### src/pkg/fan_mon_pkg.sv
// Shared constants for the fan tachometer and result readout block.
// Assumes a 50 MHz system clock; all counts are derived from it here.
package fan_mon_pkg;
  localparam int          CLK_HZ        = 50_000_000;
  localparam int          FAN_BASE_HZ   = 45_000;                 // Counting rate at divisor 1
  localparam int          TICK_CYCLES   = CLK_HZ / FAN_BASE_HZ;   // 1111, rounded down
  localparam int          FILT_NS       = 1000;                   // Tach level must hold this long
  localparam int          FILT_CYCLES   = FILT_NS * (CLK_HZ / 1_000_000) / 1000;
  localparam int          LOOP_MS       = 1000;                   // Monitoring loop period
  localparam int          LOOP_CYCLES   = LOOP_MS * (CLK_HZ / 1000);
  localparam int          NUM_SLOTS     = 11;
  localparam logic [3:0]  LAST_ADC_SLOT = 4'h7;
  localparam logic [3:0]  FAN_FIRST     = 4'h8;
  localparam logic [3:0]  LAST_SLOT     = 4'hA;
  localparam logic [1:0]  DIV_RESET     = 2'h1;                   // Code 1 selects divisor 2
  localparam logic [1:0]  FAN3_DIV      = 2'h1;                   // Fan 3 always divides by 2
  localparam logic [7:0]  COUNT_MAX     = 8'hFF;
  localparam int          ADC_LSB_UV    = 16_000;                 // 16 mV per code step
  localparam int          ADC_FULL_MV   = 4080;                   // Code FFh
endpackage : fan_mon_pkg

### src/pkg/fan_meas_if.sv
// Link between the loop sequencer and one fan period counter.
// Assumes both ends share clk_sys.
`timescale 1ns/10ps
interface fan_meas_if;
  logic       start;     // One-cycle pulse: clear and begin a measurement
  logic [1:0] div_code;  // 0..3 selects divisor 1, 2, 4, 8
  logic       done;      // One-cycle pulse: count is valid
  logic [7:0] count;     // Period measured in divided ticks
  modport ctrl    (output start, output div_code, input done, input count);
  modport counter (input start, input div_code, output done, output count);
endinterface : fan_meas_if

### src/rtl/fan_period_counter.sv
// Measures one period of a conditioned tach input in divided oscillator ticks.
// Assumes the tach input is synchronous to clk_sys.
`timescale 1ns/10ps
module fan_period_counter (
  input  wire logic clk_sys,          // System clock
  input  wire logic rst,              // Synchronous reset, active high
  input  wire logic tach,             // Raw tach level
  fan_meas_if.counter meas            // Start, divisor, result
);
  typedef enum logic [2:0] {C_IDLE = 3'h1, C_ARM = 3'h2, C_COUNT = 3'h4} cnt_st_t;
  typedef struct packed {
    cnt_st_t    st;
    logic [7:0] filt;
    logic       level;
    logic [13:0] pre;
    logic [7:0] count;
    logic       done;
  } cnt_state_t;

  cnt_state_t q, next_q;
  logic [13:0] tick_limit;
  logic        rise;
  logic        tick;

  // Slower count rate for larger divisors keeps a nominal fan near 153
  assign tick_limit = 14'(fan_mon_pkg::TICK_CYCLES << meas.div_code);

  always_comb begin
    next_q      = q;
    next_q.done = 1'b0;
    rise        = 1'b0;
    tick        = (q.pre == tick_limit - 14'h1);
    // A level counts only after it has held steady, so a slow edge gives one transition
    if (tach != q.level) begin
      next_q.filt = q.filt + 8'h01;
      if (q.filt == 8'(fan_mon_pkg::FILT_CYCLES - 1)) begin
        next_q.filt  = 8'h00;
        next_q.level = tach;
        rise         = tach;
      end
    end else begin
      next_q.filt = 8'h00;
    end
    next_q.pre = tick ? 14'h0 : q.pre + 14'h1;
    case (q.st)
      C_IDLE: ;
      C_ARM: begin
        if (rise) begin
          next_q.st    = C_COUNT;
          next_q.count = 8'h00;
          next_q.pre   = 14'h0;
        end else if (tick) begin
          next_q.count = q.count + 8'h01;
        end
      end
      C_COUNT: begin
        if (tick && q.count != fan_mon_pkg::COUNT_MAX) begin
          next_q.count = q.count + 8'h01;
        end
        if (rise) begin
          next_q.st   = C_IDLE;
          next_q.done = 1'b1;
        end
      end
      default: next_q.st = C_IDLE;
    endcase
    // A stopped or missing fan ends at the saturated count
    if (q.st != C_IDLE && q.count == fan_mon_pkg::COUNT_MAX) begin
      next_q.st    = C_IDLE;
      next_q.done  = 1'b1;
      next_q.count = fan_mon_pkg::COUNT_MAX;
    end
    if (meas.start) begin
      next_q.st    = C_ARM;
      next_q.count = 8'h00;
      next_q.pre   = 14'h0;
      next_q.done  = 1'b0;
    end
  end

  always_ff @(posedge clk_sys) begin
    if (rst) begin
      q       <= '0;
      q.st    <= C_IDLE;
    end else begin
      q <= next_q;
    end
  end

  assign meas.done  = q.done;
  assign meas.count = q.count;

  chk_start_clears: assert property (@(posedge clk_sys) disable iff (rst)
    meas.start |=> (q.count == 8'h00) && !meas.done)
    else $error("Counter not cleared by start");
  chk_done_single: assert property (@(posedge clk_sys) disable iff (rst)
    meas.done |=> !meas.done)
    else $error("Done pulse longer than one cycle");
  chk_tick_rate: assert property (@(posedge clk_sys) disable iff (rst)
    (q.st == C_COUNT && tick && q.count < 8'hFE && !rise && !meas.start)
      |=> q.count == $past(q.count) + 8'h01)
    else $error("Count did not advance on tick");
endmodule : fan_period_counter

### src/rtl/fan_tach_and_result_readout.sv
// Round-robin monitoring loop, result memory and fan period measurement.
// Assumes an external converter that takes a start pulse and answers with done.
// How it works
// - The loop converts temperature, seven analog inputs, then three fans, once a second.
// - Each slot keeps its latest completed result, readable at any time.
// - A host read aborts the conversion in progress and starts it again.
// - Slot results and their update pulse appear only as each slot completes.
// - Analog codes are unsigned 8-bit, 16 mV per step, 4.08 V full scale.
// - A fan counts oscillator ticks over one tach period, saturating at 255.
// - Fan divisors are 1, 2, 4 or 8 and reset to 2.
// - Fans 1 and 2 have programmable divisors; fan 3 is fixed at 2.
// - The stored count is 1.35e6 over the product of RPM and divisor.
// - Tach inputs are filtered so slow edges give exactly one period.
`timescale 1ns/10ps
module fan_tach_and_result_readout #(
  parameter int unsigned LOOP_CYCLES = fan_mon_pkg::LOOP_CYCLES  // Loop period in cycles
) (
  input  wire logic       clk_sys,       // System clock, 50 MHz
  input  wire logic       rst,           // Synchronous reset, active high
  input  wire logic       loop_run,      // Level: monitoring loop enabled
  input  wire logic       div_load,      // Pulse: load fan divisor codes
  input  wire logic [1:0] div_fan1,      // Divisor code for fan 1
  input  wire logic [1:0] div_fan2,      // Divisor code for fan 2
  output logic      [1:0] fan1_div_code, // Current fan 1 divisor code
  output logic      [1:0] fan2_div_code, // Current fan 2 divisor code
  output logic            adc_start,     // Pulse: start conversion on adc_slot
  output logic      [2:0] adc_slot,      // Analog channel being converted
  input  wire logic       adc_done,      // Pulse: conversion finished
  input  wire logic [7:0] adc_code,      // Conversion result
  input  wire logic [2:0] fan_tach,      // Fan tach levels
  input  wire logic       rd_req,        // Pulse: read a result slot
  input  wire logic [3:0] rd_slot,       // Slot to read
  output logic      [7:0] rd_data,       // Read result
  output logic            rd_valid,      // Pulse: rd_data valid
  output logic            slot_done,     // Pulse: a slot was updated
  output logic      [3:0] slot_idx,      // Slot that was updated
  output logic            loop_busy      // Loop is running
);
  typedef enum logic [3:0] {S_IDLE = 4'h1, S_ADC = 4'h2, S_FAN = 4'h4, S_WAIT = 4'h8} loop_st_t;
  typedef struct packed {
    loop_st_t         st;
    logic [3:0]       slot;
    logic [31:0]      timer;
    logic [1:0]       div1;
    logic [1:0]       div2;
    logic [10:0][7:0] mem;
    logic [7:0]       rd_data;
    logic             rd_valid;
    logic             adc_start;
    logic [2:0]       fan_start;
    logic             slot_done;
    logic [3:0]       slot_idx;
  } loop_state_t;

  loop_state_t q, next_q;
  logic [2:0]       fan_done;
  logic [2:0][7:0]  fan_count;
  logic [1:0]       fan_idx;

  fan_meas_if fm[3] ();

  genvar gi;
  generate
    for (gi = 0; gi < 3; gi++) begin : g_fan
      fan_period_counter u_cnt (
        .clk_sys (clk_sys),
        .rst     (rst),
        .tach    (fan_tach[gi]),
        .meas    (fm[gi].counter)
      );
      assign fm[gi].start    = q.fan_start[gi];
      // Fan 3 has no programmable divisor
      assign fm[gi].div_code = (gi == 2) ? fan_mon_pkg::FAN3_DIV :
                               (gi == 0) ? q.div1 : q.div2;
      assign fan_done[gi]    = fm[gi].done;
      assign fan_count[gi]   = fm[gi].count;
    end
  endgenerate

  assign fan_idx = 2'(q.slot - fan_mon_pkg::FAN_FIRST);

  always_comb begin
    next_q           = q;
    next_q.adc_start = 1'b0;
    next_q.fan_start = 3'h0;
    next_q.slot_done = 1'b0;
    next_q.rd_valid  = 1'b0;
    if (q.st != S_IDLE) begin
      next_q.timer = q.timer + 32'h1;
    end
    if (div_load) begin
      next_q.div1 = div_fan1;
      next_q.div2 = div_fan2;
    end
    // Reads see the last completed result; an unmapped slot reads zero
    if (rd_req) begin
      next_q.rd_data  = (rd_slot < 4'(fan_mon_pkg::NUM_SLOTS)) ? q.mem[rd_slot] : 8'h00;
      next_q.rd_valid = 1'b1;
    end
    case (q.st)
      S_IDLE: begin
        if (loop_run) begin
          next_q.st        = S_ADC;
          next_q.slot      = 4'h0;
          next_q.timer     = 32'h0;
          next_q.adc_start = 1'b1;
        end
      end
      S_ADC: begin
        // A read discards the conversion in flight, even one finishing now
        if (rd_req) begin
          next_q.adc_start = 1'b1;
        end else if (adc_done && !q.adc_start) begin
          next_q.mem[q.slot] = adc_code;
          next_q.slot_done   = 1'b1;
          next_q.slot_idx    = q.slot;
          next_q.slot        = q.slot + 4'h1;
          if (q.slot == fan_mon_pkg::LAST_ADC_SLOT) begin
            next_q.st           = S_FAN;
            next_q.fan_start[0] = 1'b1;
          end else begin
            next_q.adc_start = 1'b1;
          end
        end
      end
      S_FAN: begin
        if (fan_done[fan_idx] && q.fan_start == 3'h0) begin
          next_q.mem[q.slot] = fan_count[fan_idx];
          next_q.slot_done   = 1'b1;
          next_q.slot_idx    = q.slot;
          if (q.slot == fan_mon_pkg::LAST_SLOT) begin
            next_q.st = S_WAIT;
          end else begin
            next_q.slot                          = q.slot + 4'h1;
            next_q.fan_start[2'(fan_idx + 2'h1)] = 1'b1;
          end
        end
      end
      S_WAIT: begin
        // Restart only when the full period has passed, keeping the loop near once a second
        if (q.timer >= LOOP_CYCLES - 1) begin
          next_q.st        = S_ADC;
          next_q.slot      = 4'h0;
          next_q.timer     = 32'h0;
          next_q.adc_start = 1'b1;
        end
      end
      default: next_q.st = S_IDLE;
    endcase
    if (!loop_run) begin
      next_q.st        = S_IDLE;
      next_q.adc_start = 1'b0;
      next_q.fan_start = 3'h0;
    end
  end

  always_ff @(posedge clk_sys) begin
    if (rst) begin
      q      <= '0;
      q.st   <= S_IDLE;
      q.div1 <= fan_mon_pkg::DIV_RESET;
      q.div2 <= fan_mon_pkg::DIV_RESET;
    end else begin
      q <= next_q;
    end
  end

  assign fan1_div_code = q.div1;
  assign fan2_div_code = q.div2;
  assign adc_start     = q.adc_start;
  assign adc_slot      = q.slot[2:0];
  assign rd_data       = q.rd_data;
  assign rd_valid      = q.rd_valid;
  assign slot_done     = q.slot_done;
  assign slot_idx      = q.slot_idx;
  assign loop_busy     = (q.st != S_IDLE);

  chk_read_returns: assert property (@(posedge clk_sys) disable iff (rst)
    (rd_req && rd_slot < 4'hB) |=> rd_valid && rd_data == $past(q.mem[rd_slot]))
    else $error("Read did not return stored result");
  chk_read_restart: assert property (@(posedge clk_sys) disable iff (rst)
    (rd_req && q.st == S_ADC && loop_run) |=> adc_start && !slot_done)
    else $error("Read did not restart conversion");
  chk_fan_store: assert property (@(posedge clk_sys) disable iff (rst)
    (q.st == S_FAN && fan_done[fan_idx] && q.fan_start == 3'h0 && loop_run)
      |=> slot_done && q.mem[slot_idx] == $past(fan_count[fan_idx]))
    else $error("Fan count not stored at slot end");
  chk_div_reset: assert property (@(posedge clk_sys) disable iff (rst)
    ($past(rst) && !$past(div_load)) |-> fan1_div_code == 2'h1 && fan2_div_code == 2'h1)
    else $error("Divisor not reset to 2");
  chk_fan3_fixed: assert property (@(posedge clk_sys) disable iff (rst)
    g_fan[2].u_cnt.tick_limit == 14'(fan_mon_pkg::TICK_CYCLES << 1))
    else $error("Fan 3 divisor not fixed");
  chk_slot_update: assert property (@(posedge clk_sys) disable iff (rst)
    slot_done |-> slot_idx <= 4'hA && ($past(adc_done) || $past(|fan_done)))
    else $error("Slot update without completion");

  // Loop sequencing: a stop is immediate, a restart waits out the full period
  chk_stop_idle: assert property (@(posedge clk_sys) disable iff (rst)
    !loop_run |=> !loop_busy && !adc_start)
    else $error("Loop did not stop");
  chk_loop_period: assert property (@(posedge clk_sys) disable iff (rst)
    (q.st == S_WAIT && q.timer >= LOOP_CYCLES - 1 && loop_run)
      |=> adc_start && adc_slot == 3'h0)
    else $error("Loop did not restart at slot 0");
  chk_loop_early: assert property (@(posedge clk_sys) disable iff (rst)
    (q.st == S_WAIT && q.timer < LOOP_CYCLES - 1) |=> !adc_start)
    else $error("Loop restarted before its period");

  // Converter answers land in their own slot, and the last one hands over to fan 1
  chk_adc_store: assert property (@(posedge clk_sys) disable iff (rst)
    (q.st == S_ADC && adc_done && !q.adc_start && !rd_req && loop_run)
      |=> slot_done && slot_idx == $past(q.slot) && q.mem[slot_idx] == $past(adc_code))
    else $error("Conversion not stored in its slot");
  chk_fan_start: assert property (@(posedge clk_sys) disable iff (rst)
    (q.st == S_ADC && adc_done && !q.adc_start && !rd_req && loop_run
      && q.slot == fan_mon_pkg::LAST_ADC_SLOT) |=> q.st == S_FAN && fm[0].start)
    else $error("Fan 1 measurement not started after last conversion");
  chk_read_source: assert property (@(posedge clk_sys) disable iff (rst)
    rd_valid |-> $past(rd_req))
    else $error("Read answer without a request");
endmodule : fan_tach_and_result_readout
### config.mk
export PLATFORM = sky130hd
export DESIGN_NAME = fan_tach_and_result_readout
export DESIGN_NICKNAME = d
export VERILOG_FILES = /design/src/pkg/fan_mon_pkg.sv /design/src/pkg/fan_meas_if.sv /design/src/rtl/fan_period_counter.sv /design/src/rtl/fan_tach_and_result_readout.sv
export SDC_FILE = /design/constraint.sdc
export NUM_CORES = 1
export LEC_CHECK = 0
export BUFFER_PORTS_ARGS = -buffer_cell sky130_fd_sc_hd__buf_2
export CAP_MARGIN = 5
export CORE_MARGIN = 10
export CORE_UTILIZATION = 65
export DETAILED_ROUTE_END_ITERATION = 16
export GPL_ROUTABILITY_DRIVEN = 0
export PLACE_DENSITY = 0.83
export SKIP_CTS_REPAIR_TIMING = 1
export SLEW_MARGIN = 20
export SYNTH_ARGS = -nofsm -noshare
export SYNTH_HDL_FRONTEND = slang
export SYNTH_HIERARCHICAL = 1
export SYNTH_SLANG_ARGS = --single-unit
### constraint.sdc
create_clock -name clk_sys -period 6.6 [get_ports clk_sys]
set_input_delay 0.33 -clock clk_sys [delete_from_list [all_inputs] [get_ports clk_sys]]
set_output_delay 0.33 -clock clk_sys [all_outputs]
set_load 0.05 [all_outputs]
==> results of run 1 <==
kinds of logic (layout without fill, tap and decap cells):
| family | count (synthesis) | count (layout) | share of synthesized area [%] |
|---|---|---|---|
| simple gates | 619 | 619 | 23.96 |
| compound gates | 315 | 315 | 15.05 |
| flops | 255 | 255 | 38.92 |
| buf+inv | 145 | 144 | 5.676 |
| xor+xnor | 78 | 78 | 5.266 |
| mux | 77 | 77 | 7.441 |
| fa+ha+maj | 38 | 38 | 3.625 |
| other cells | 2 | 11 | 0.05726 |
power by group through the flow:
stage	clock (mW)	sequential, mW	combinational, mW
6_report	1.61	1.58	0.190
5_1_grt	1.69	1.58	0.208
4_1_cts	1.63	1.58	0.187
3_5_place_dp	0	1.61	0.185
3_3_place_gp	0	1.61	0.182
2_1_floorplan	0	1.60	0.146
worst min-delay path by stage:
| stage | end | slack [ns] |
|---|---|---|
| 6_report | fan2_div_code[0]$_SDFFE_PP1P_ | 0.009 |
| 5_1_grt | fan2_div_code[0]$_SDFFE_PP1P_ | 0.01 |
| 4_1_cts | fan2_div_code[0]$_SDFFE_PP1P_ | -0.004 |
| 3_5_place_dp | q[68]$_SDFFE_PP0P_ | 0.46 |
| 3_3_place_gp | g_fan[2].u_cnt/q[24]$_SDFF_PP0_ | 0.44 |
| 2_1_floorplan | g_fan[0].u_cnt/q[23]$_SDFFE_PP0P_ | 0.40 |
flip-flops by register name (all words and copies together) (netlist names), 3 cells and up:
name                    count
q                         125
g_fan.u_cnt/q              78
g_fan.u_cnt/meas.count     24
rd_data                     8
slot_idx                    4
adc_slot                    3
fm.start                    3
g_fan.u_cnt/meas.done       3
cells in the mapped netlist, drive strengths merged, types with 5 or more instances:
cell type and n:
inv 37, xor2 39, mux4 16, or3b 5
nand4 24, ha 38, nand4b 9, nor2b 16
nor4 16, o21ai 120, xnor2 39, or2 6
o31ai 6, mux2i 57, o21bai 5, and4 5
a21oi 74, and3 15, clkbuf 34, nand3 129
nor3b 8, o211ai 11, o311ai 5, or3 19
dfxtp 255, a22oi 5, nand2b 6, nand3b 16
a22o 9, buf 73, nor3 31, a31oi 30
nor2 188, and2 7, nand2 101, o22ai 10
routing by layer:
metal	wire (um)	track usage, %
met1	13130	28.86
met2	14220	38.21
met3	2084	3.640
met4	681	5.707
met5	0	0
layout make-up:
class                      instances  share of cell area (%)
clock buffer                      38                   5.424
tap                              265                   2.345
timing repair buffer              58                   2.230
multi-input combinational       1138                   51.63
sequential                       255                   36.10
clock inverter                    10                   1.265
inverter                          38                   1.009
worst max-delay path: stages (launching register included):
cell and delay [ns]:
dfxtp_1 0.40, nor4b_4 0.91, and3_1 0.54, o211ai_1 0.50, nand3_1 0.27, o21ai_0 0.13
per-stage QoR:
stage	hold slack (ns)	util [%]
6_report	0.009176	71.95
5_1_grt	0.01138	71.95
4_1_cts	-0.003817	71.77
3_5_place_dp	0.4560	66.96
3_3_place_gp	0.4419	66.96
2_1_floorplan	0.4024	-
==> flow_summary_export.csv, run 1 <==
group,metric,value,unit
run_status,status,"finished, final reports clean",
job,maxCapViolCount,0,
global_routing,grt_pass1_vias,10547,
cells_and_area,final_cell_mix,"dfxtp_1, nor2_1, nand3_1",
critical_path,r2r_end,"q[36]$_SDFFE_PP0P_",
global_routing,antenna_found_initial,0,
timing,max_slew_margin,28.62,%
timing,rsz0062_at_grt,"false",
detailed_routing,drt-total-wl,30120,um
place,io_buffers,47,
critical_path,path_class,"flip-flop to flip-flop",
critical_path,crit_end,"q[36]$_SDFFE_PP0P_",
detailed_routing,vias,11136,
critical_path,start_kind,"flip-flop",
clock_tree,h-tree-depth,1,
yosys,yosysUniqueCellTypes,88,
power,p_seq_share,46.7,%
clock_tree,clk_pin_slew,0.06,ns
floorplanning,die_width,162.1,um
floorplanning,ioPinCount,48,
yosys,synth.top_cell.area_share,38.92,%
timing,final_hold_viol_count,0,
power,p_sw_share,22.41,%
yosys,ys_top_cells_by_area,"dfxtp_1, nor2_1, nand3_1",
timing,skew,0.02272,ns
power,clockPowerShare,47.6,%
critical_path,reg2regPathDepth,5,
yosys,dominantRegCellSynth,"dfxtp_1",
yosys,synth_warnings,6,
yosys,netlist_area,13120,sq um
yosys,synth-edff-count,0,
power,p_per_area,238.5,nW/um^2
cells_and_area,multi_input_area,7301,sq um
cells_and_area,fill_cells,1520,
floorplanning,die_y,162.1,um
detailed_routing,drc,0,
timing,tightest_slew,1.066,ns
hold_path,hold_class,"input pin to flip-flop",
place,placed_area,13160,sq um
clock_tree,cts_tree,"done",
clock_tree,clock_path_buffers,3,
global_routing,grt_pass1_wl,51200,um
cells_and_area,seqCellArea,5105,sq um
power,switching_power,755.7,uW
global_routing,grt_max_degree,87,
power,ir_worst_vdd,0.0001796,V
floorplanning,initial_core_util,66.74,%
power,power,3.372,mW
detailed_routing,wl_per_cell,16.71,um
timing,fmax,343.9,MHz
clock_tree,numCtsBuffers,27,
cells_and_area,antenna_cells,0,
critical_path,crit_arrival,3.28,ns
timing,worst_slack,3.692,ns
detailed_routing,drt_iter0_drc,881,
critical_path,rrSetupSlack,3.69,ns
detailed_routing,via_per_inst,6.180,
floorplanning,dieArea,26260,sq um
detailed_routing,dr.pass1.iters,5,
power,internal_power,2.617,mW
yosys,synth-seq-cells,255,
critical_path,reg2reg_from,"q[149]$_SDFFE_PP0P_",
detailed_routing,drtAntennaViolNets,0,
timing,setup_viol,0,
timing,fin_crit_sh,44.06,%
global_routing,overflow,0,
clock_tree,clock_sinks,255,
clock_tree,clk_latency,0.54,ns
place,place_worst_setup_slack,3.706,ns
power,comb_power_share,5.6,%
yosys,ys_async_sr_fraction,0,%
cells_and_area,syn_to_final_growth,7.813,%
cells_and_area,final_cell_count_no_fill,1802,
hold_path,min_from,"div_fan2[0]",
timing,fin_crit,2.908,ns
place,dp.final_hpwl,20810,um
critical_path,required,6.97,ns
cells_and_area,final_design_area_no_fill,14140,sq um
cells_and_area,layout-drive-gt1-share,10.28,%
critical_path,startpoint,"q[149]$_SDFFE_PP0P_",
timing,setup_tns,0,ns
clock_tree,cts-root-buf,"clkbuf_16",
floorplanning,core_area,19650,sq um
critical_path,crit_path_end_kind,"flip-flop",
cells_and_area,fin_nets,1581,
place,dp.cells,1749,
yosys,yosysSeqAreaShare,38.92,%
yosys,avgSynthCellArea,8.578,sq um
global_routing,grt_usage,22.40,%
yosys,syn_inst,1529,
yosys,synth_top_area_cell,"dfxtp_1",
hold_path,hold_depth,3,
timing,final-max-slew-violation-count,0,
cells_and_area,final_common_cell,"dfxtp_1",
power,p_leak,5.036,nW
floorplanning,core.rowCount,51,
critical_path,crit_path_max_fanout,19,
No activity file was read; power rests on OpenSTA's default activity.
==> run 2, diff against run 1 <==
--- a/config.mk
+++ b/config.mk
@@ -8,10 +8,10 @@
 export BUFFER_PORTS_ARGS = -buffer_cell sky130_fd_sc_hd__buf_2
 export CAP_MARGIN = 5
 export CORE_MARGIN = 10
-export CORE_UTILIZATION = 65
+export CORE_UTILIZATION = 56
 export DETAILED_ROUTE_END_ITERATION = 16
 export GPL_ROUTABILITY_DRIVEN = 0
-export PLACE_DENSITY = 0.83
+export PLACE_DENSITY = 0.76
 export SKIP_CTS_REPAIR_TIMING = 1
 export SLEW_MARGIN = 20
 export SYNTH_ARGS = -nofsm -noshare
==> constraint.sdc (replaced) <==
create_clock -name clk_sys -period 2.43 [get_ports clk_sys]
set_input_delay 0.1215 -clock clk_sys [delete_from_list [all_inputs] [get_ports clk_sys]]
set_output_delay 0.1215 -clock clk_sys [all_outputs]
set_load 0.05 [all_outputs]
==> flow_summary_export.csv, run 2 (synthesized netlist as in run 1, its figures left out) <==
group,metric,value,unit
place,io_buffers,47,
global_routing,antenna_found_initial,0,
cells_and_area,final_design_area_no_fill,15050,sq um
detailed_routing,dr.pass1.iters,5,
timing,fin_crit,2.412,ns
timing,fin_crit_sh,99.26,%
detailed_routing,drt_iter0_drc,928,
floorplanning,core.rowCount,55,
floorplanning,core_area,22850,sq um
timing,setup_tns,0,ns
clock_tree,clock_path_buffers,3,
critical_path,path_class,"flip-flop to flip-flop",
floorplanning,die_width,173.0,um
cells_and_area,layout-drive-gt1-share,15.85,%
power,ir_worst_vdd,0.0005012,V
run_status,failed_checks,"hold timing",
global_routing,grt_pass1_vias,10499,
clock_tree,cts-root-buf,"clkbuf_16",
timing,fmax,414.6,MHz
detailed_routing,via_per_inst,5.922,
clock_tree,clk_pin_slew,0.06,ns
floorplanning,ioPinCount,48,
clock_tree,clock_sinks,255,
cells_and_area,largest_register,"q",
job,maxCapViolCount,0,
hold_path,hold_class,"input pin to flip-flop",
critical_path,crit_arrival,2.85,ns
detailed_routing,wl_per_cell,16.25,um
detailed_routing,drc,0,
timing,tightest_slew,1.084,ns
run_status,status,"finished with violations",
cells_and_area,syn_to_final_growth,14.75,%
power,p_leak,5.404,nW
clock_tree,numCtsBuffers,27,
critical_path,required,2.87,ns
cells_and_area,fill_cells,1833,
global_routing,grt_max_degree,34,
power,p_per_area,620.5,nW/um^2
detailed_routing,drtAntennaViolNets,0,
cells_and_area,fin_nets,1653,
critical_path,startpoint,"fan1_div_code[0]$_SDFFE_PP1P_",
detailed_routing,vias,11382,
critical_path,crit_path_end_kind,"flip-flop",
timing,final_hold_viol_count,5,
place,placed_area,13670,sq um
timing,skew,0.02647,ns
place,dp.cells,1857,
hold_path,min_from,"loop_run",
cells_and_area,final_common_cell,"dfxtp_1",
floorplanning,dieArea,29940,sq um
place,dp.final_hpwl,21460,um
floorplanning,die_y,173.0,um
timing,hold_ws,-0.01416,ns
clock_tree,h-tree-depth,1,
critical_path,reg2reg_from,"fan1_div_code[0]$_SDFFE_PP1P_",
global_routing,overflow,0,
detailed_routing,drt-total-wl,31240,um
cells_and_area,final_cell_count_no_fill,1922,
cells_and_area,fin_util,65.88,%
global_routing,grt_pass1_wl,51650,um
cells_and_area,antenna_cells,0,
cells_and_area,final_cell_mix,"dfxtp_1, nor2_1, nand3_1",
timing,max_slew_margin,27.75,%
timing,final-max-slew-violation-count,0,
global_routing,grt_usage,19.67,%
clock_tree,cts_tree,"done",
cells_and_area,largest_reg_flops,125,
timing,setup_viol,0,
critical_path,crit_path_max_fanout,5,
clock_tree,clk_latency,0.55,ns
critical_path,start_kind,"flip-flop",
power,power,9.338,mW
floorplanning,initial_core_util,57.41,%
==> run 2: changes by cell type in the layout (fill, tap and decap cells not counted), moves of 5 or more <==
cell           previous run  this run
ha_1                     38        32
buf_4                     7        69
o21ai_0                 116       107
dlygate4sd3_1             0        11
o21ai_2                   1         6
==> run 2: path summary, 6_finish.rpt <==
| check | to | slack (ns) | depth (start not counted) |
|---|---|---|---|
| setup / recovery | g_fan[0].u_cnt/meas.count[3]$_SDFFE_PP0P_ | 0.02 | 9 |
| hold / removal | q[146]$_SDFFE_PP1P_ | -0.01 | 3 |
| setup reg to reg | g_fan[0].u_cnt/meas.count[3]$_SDFFE_PP0P_ | 0.02 | 9 |
| hold reg to reg | g_fan[0].u_cnt/q[24]$_SDFF_PP0_ | 0.46 | 1 |
==> run 2: final cells by class <==
cell class	instances	area, sq um	share of cell area [%]
tap	313	391.6	2.602
inverter	38	145.1	0.9643
clock inverter	9	190.2	1.264
timing repair buffer	130	897.1	5.961
sequential	255	5117	34.00
clock buffer	39	780.7	5.187
multi-input combinational	1138	7528	50.02
==> run 2: through the flow <==
stage                     hold WS (ns)  worst slack (ns)
after detailed placement        0.3447           -0.1545
final                         -0.01416           0.01791
after CTS                      -0.2265           -0.1536
after global placement          0.3527          -0.01542
after global routing          0.002834          -0.05368
after floorplan                 0.1939           0.03510
==> run 2: critical path, stage by stage, from the launching register on <==
cell and delay [ns]:
dfxtp_4 0.37, inv_2 0.06, ha_4 0.16, or4b_4 0.51, a222oi_1 0.28, nand4_1 0.23
o21a_4 0.31, buf_6 0.14, o21ai_0 0.15, a21oi_1 0.09
==> run 2: power breakdown <==
part | switching, mW | internal, mW
Clock | 1.69 | 2.76
Sequential | 0.0414 | 4.22
Combinational | 0.386 | 0.235
Total | 2.12 | 7.22
==> run 2: layer usage <==
layer	vias up	track usage, %	part of all wire, %
li1	5578	-	-
met1	5389	25.75	44
met2	352	32.83	48
met3	63	3.158	5.5
met4	0	5.498	2.3
met5	-	0	0
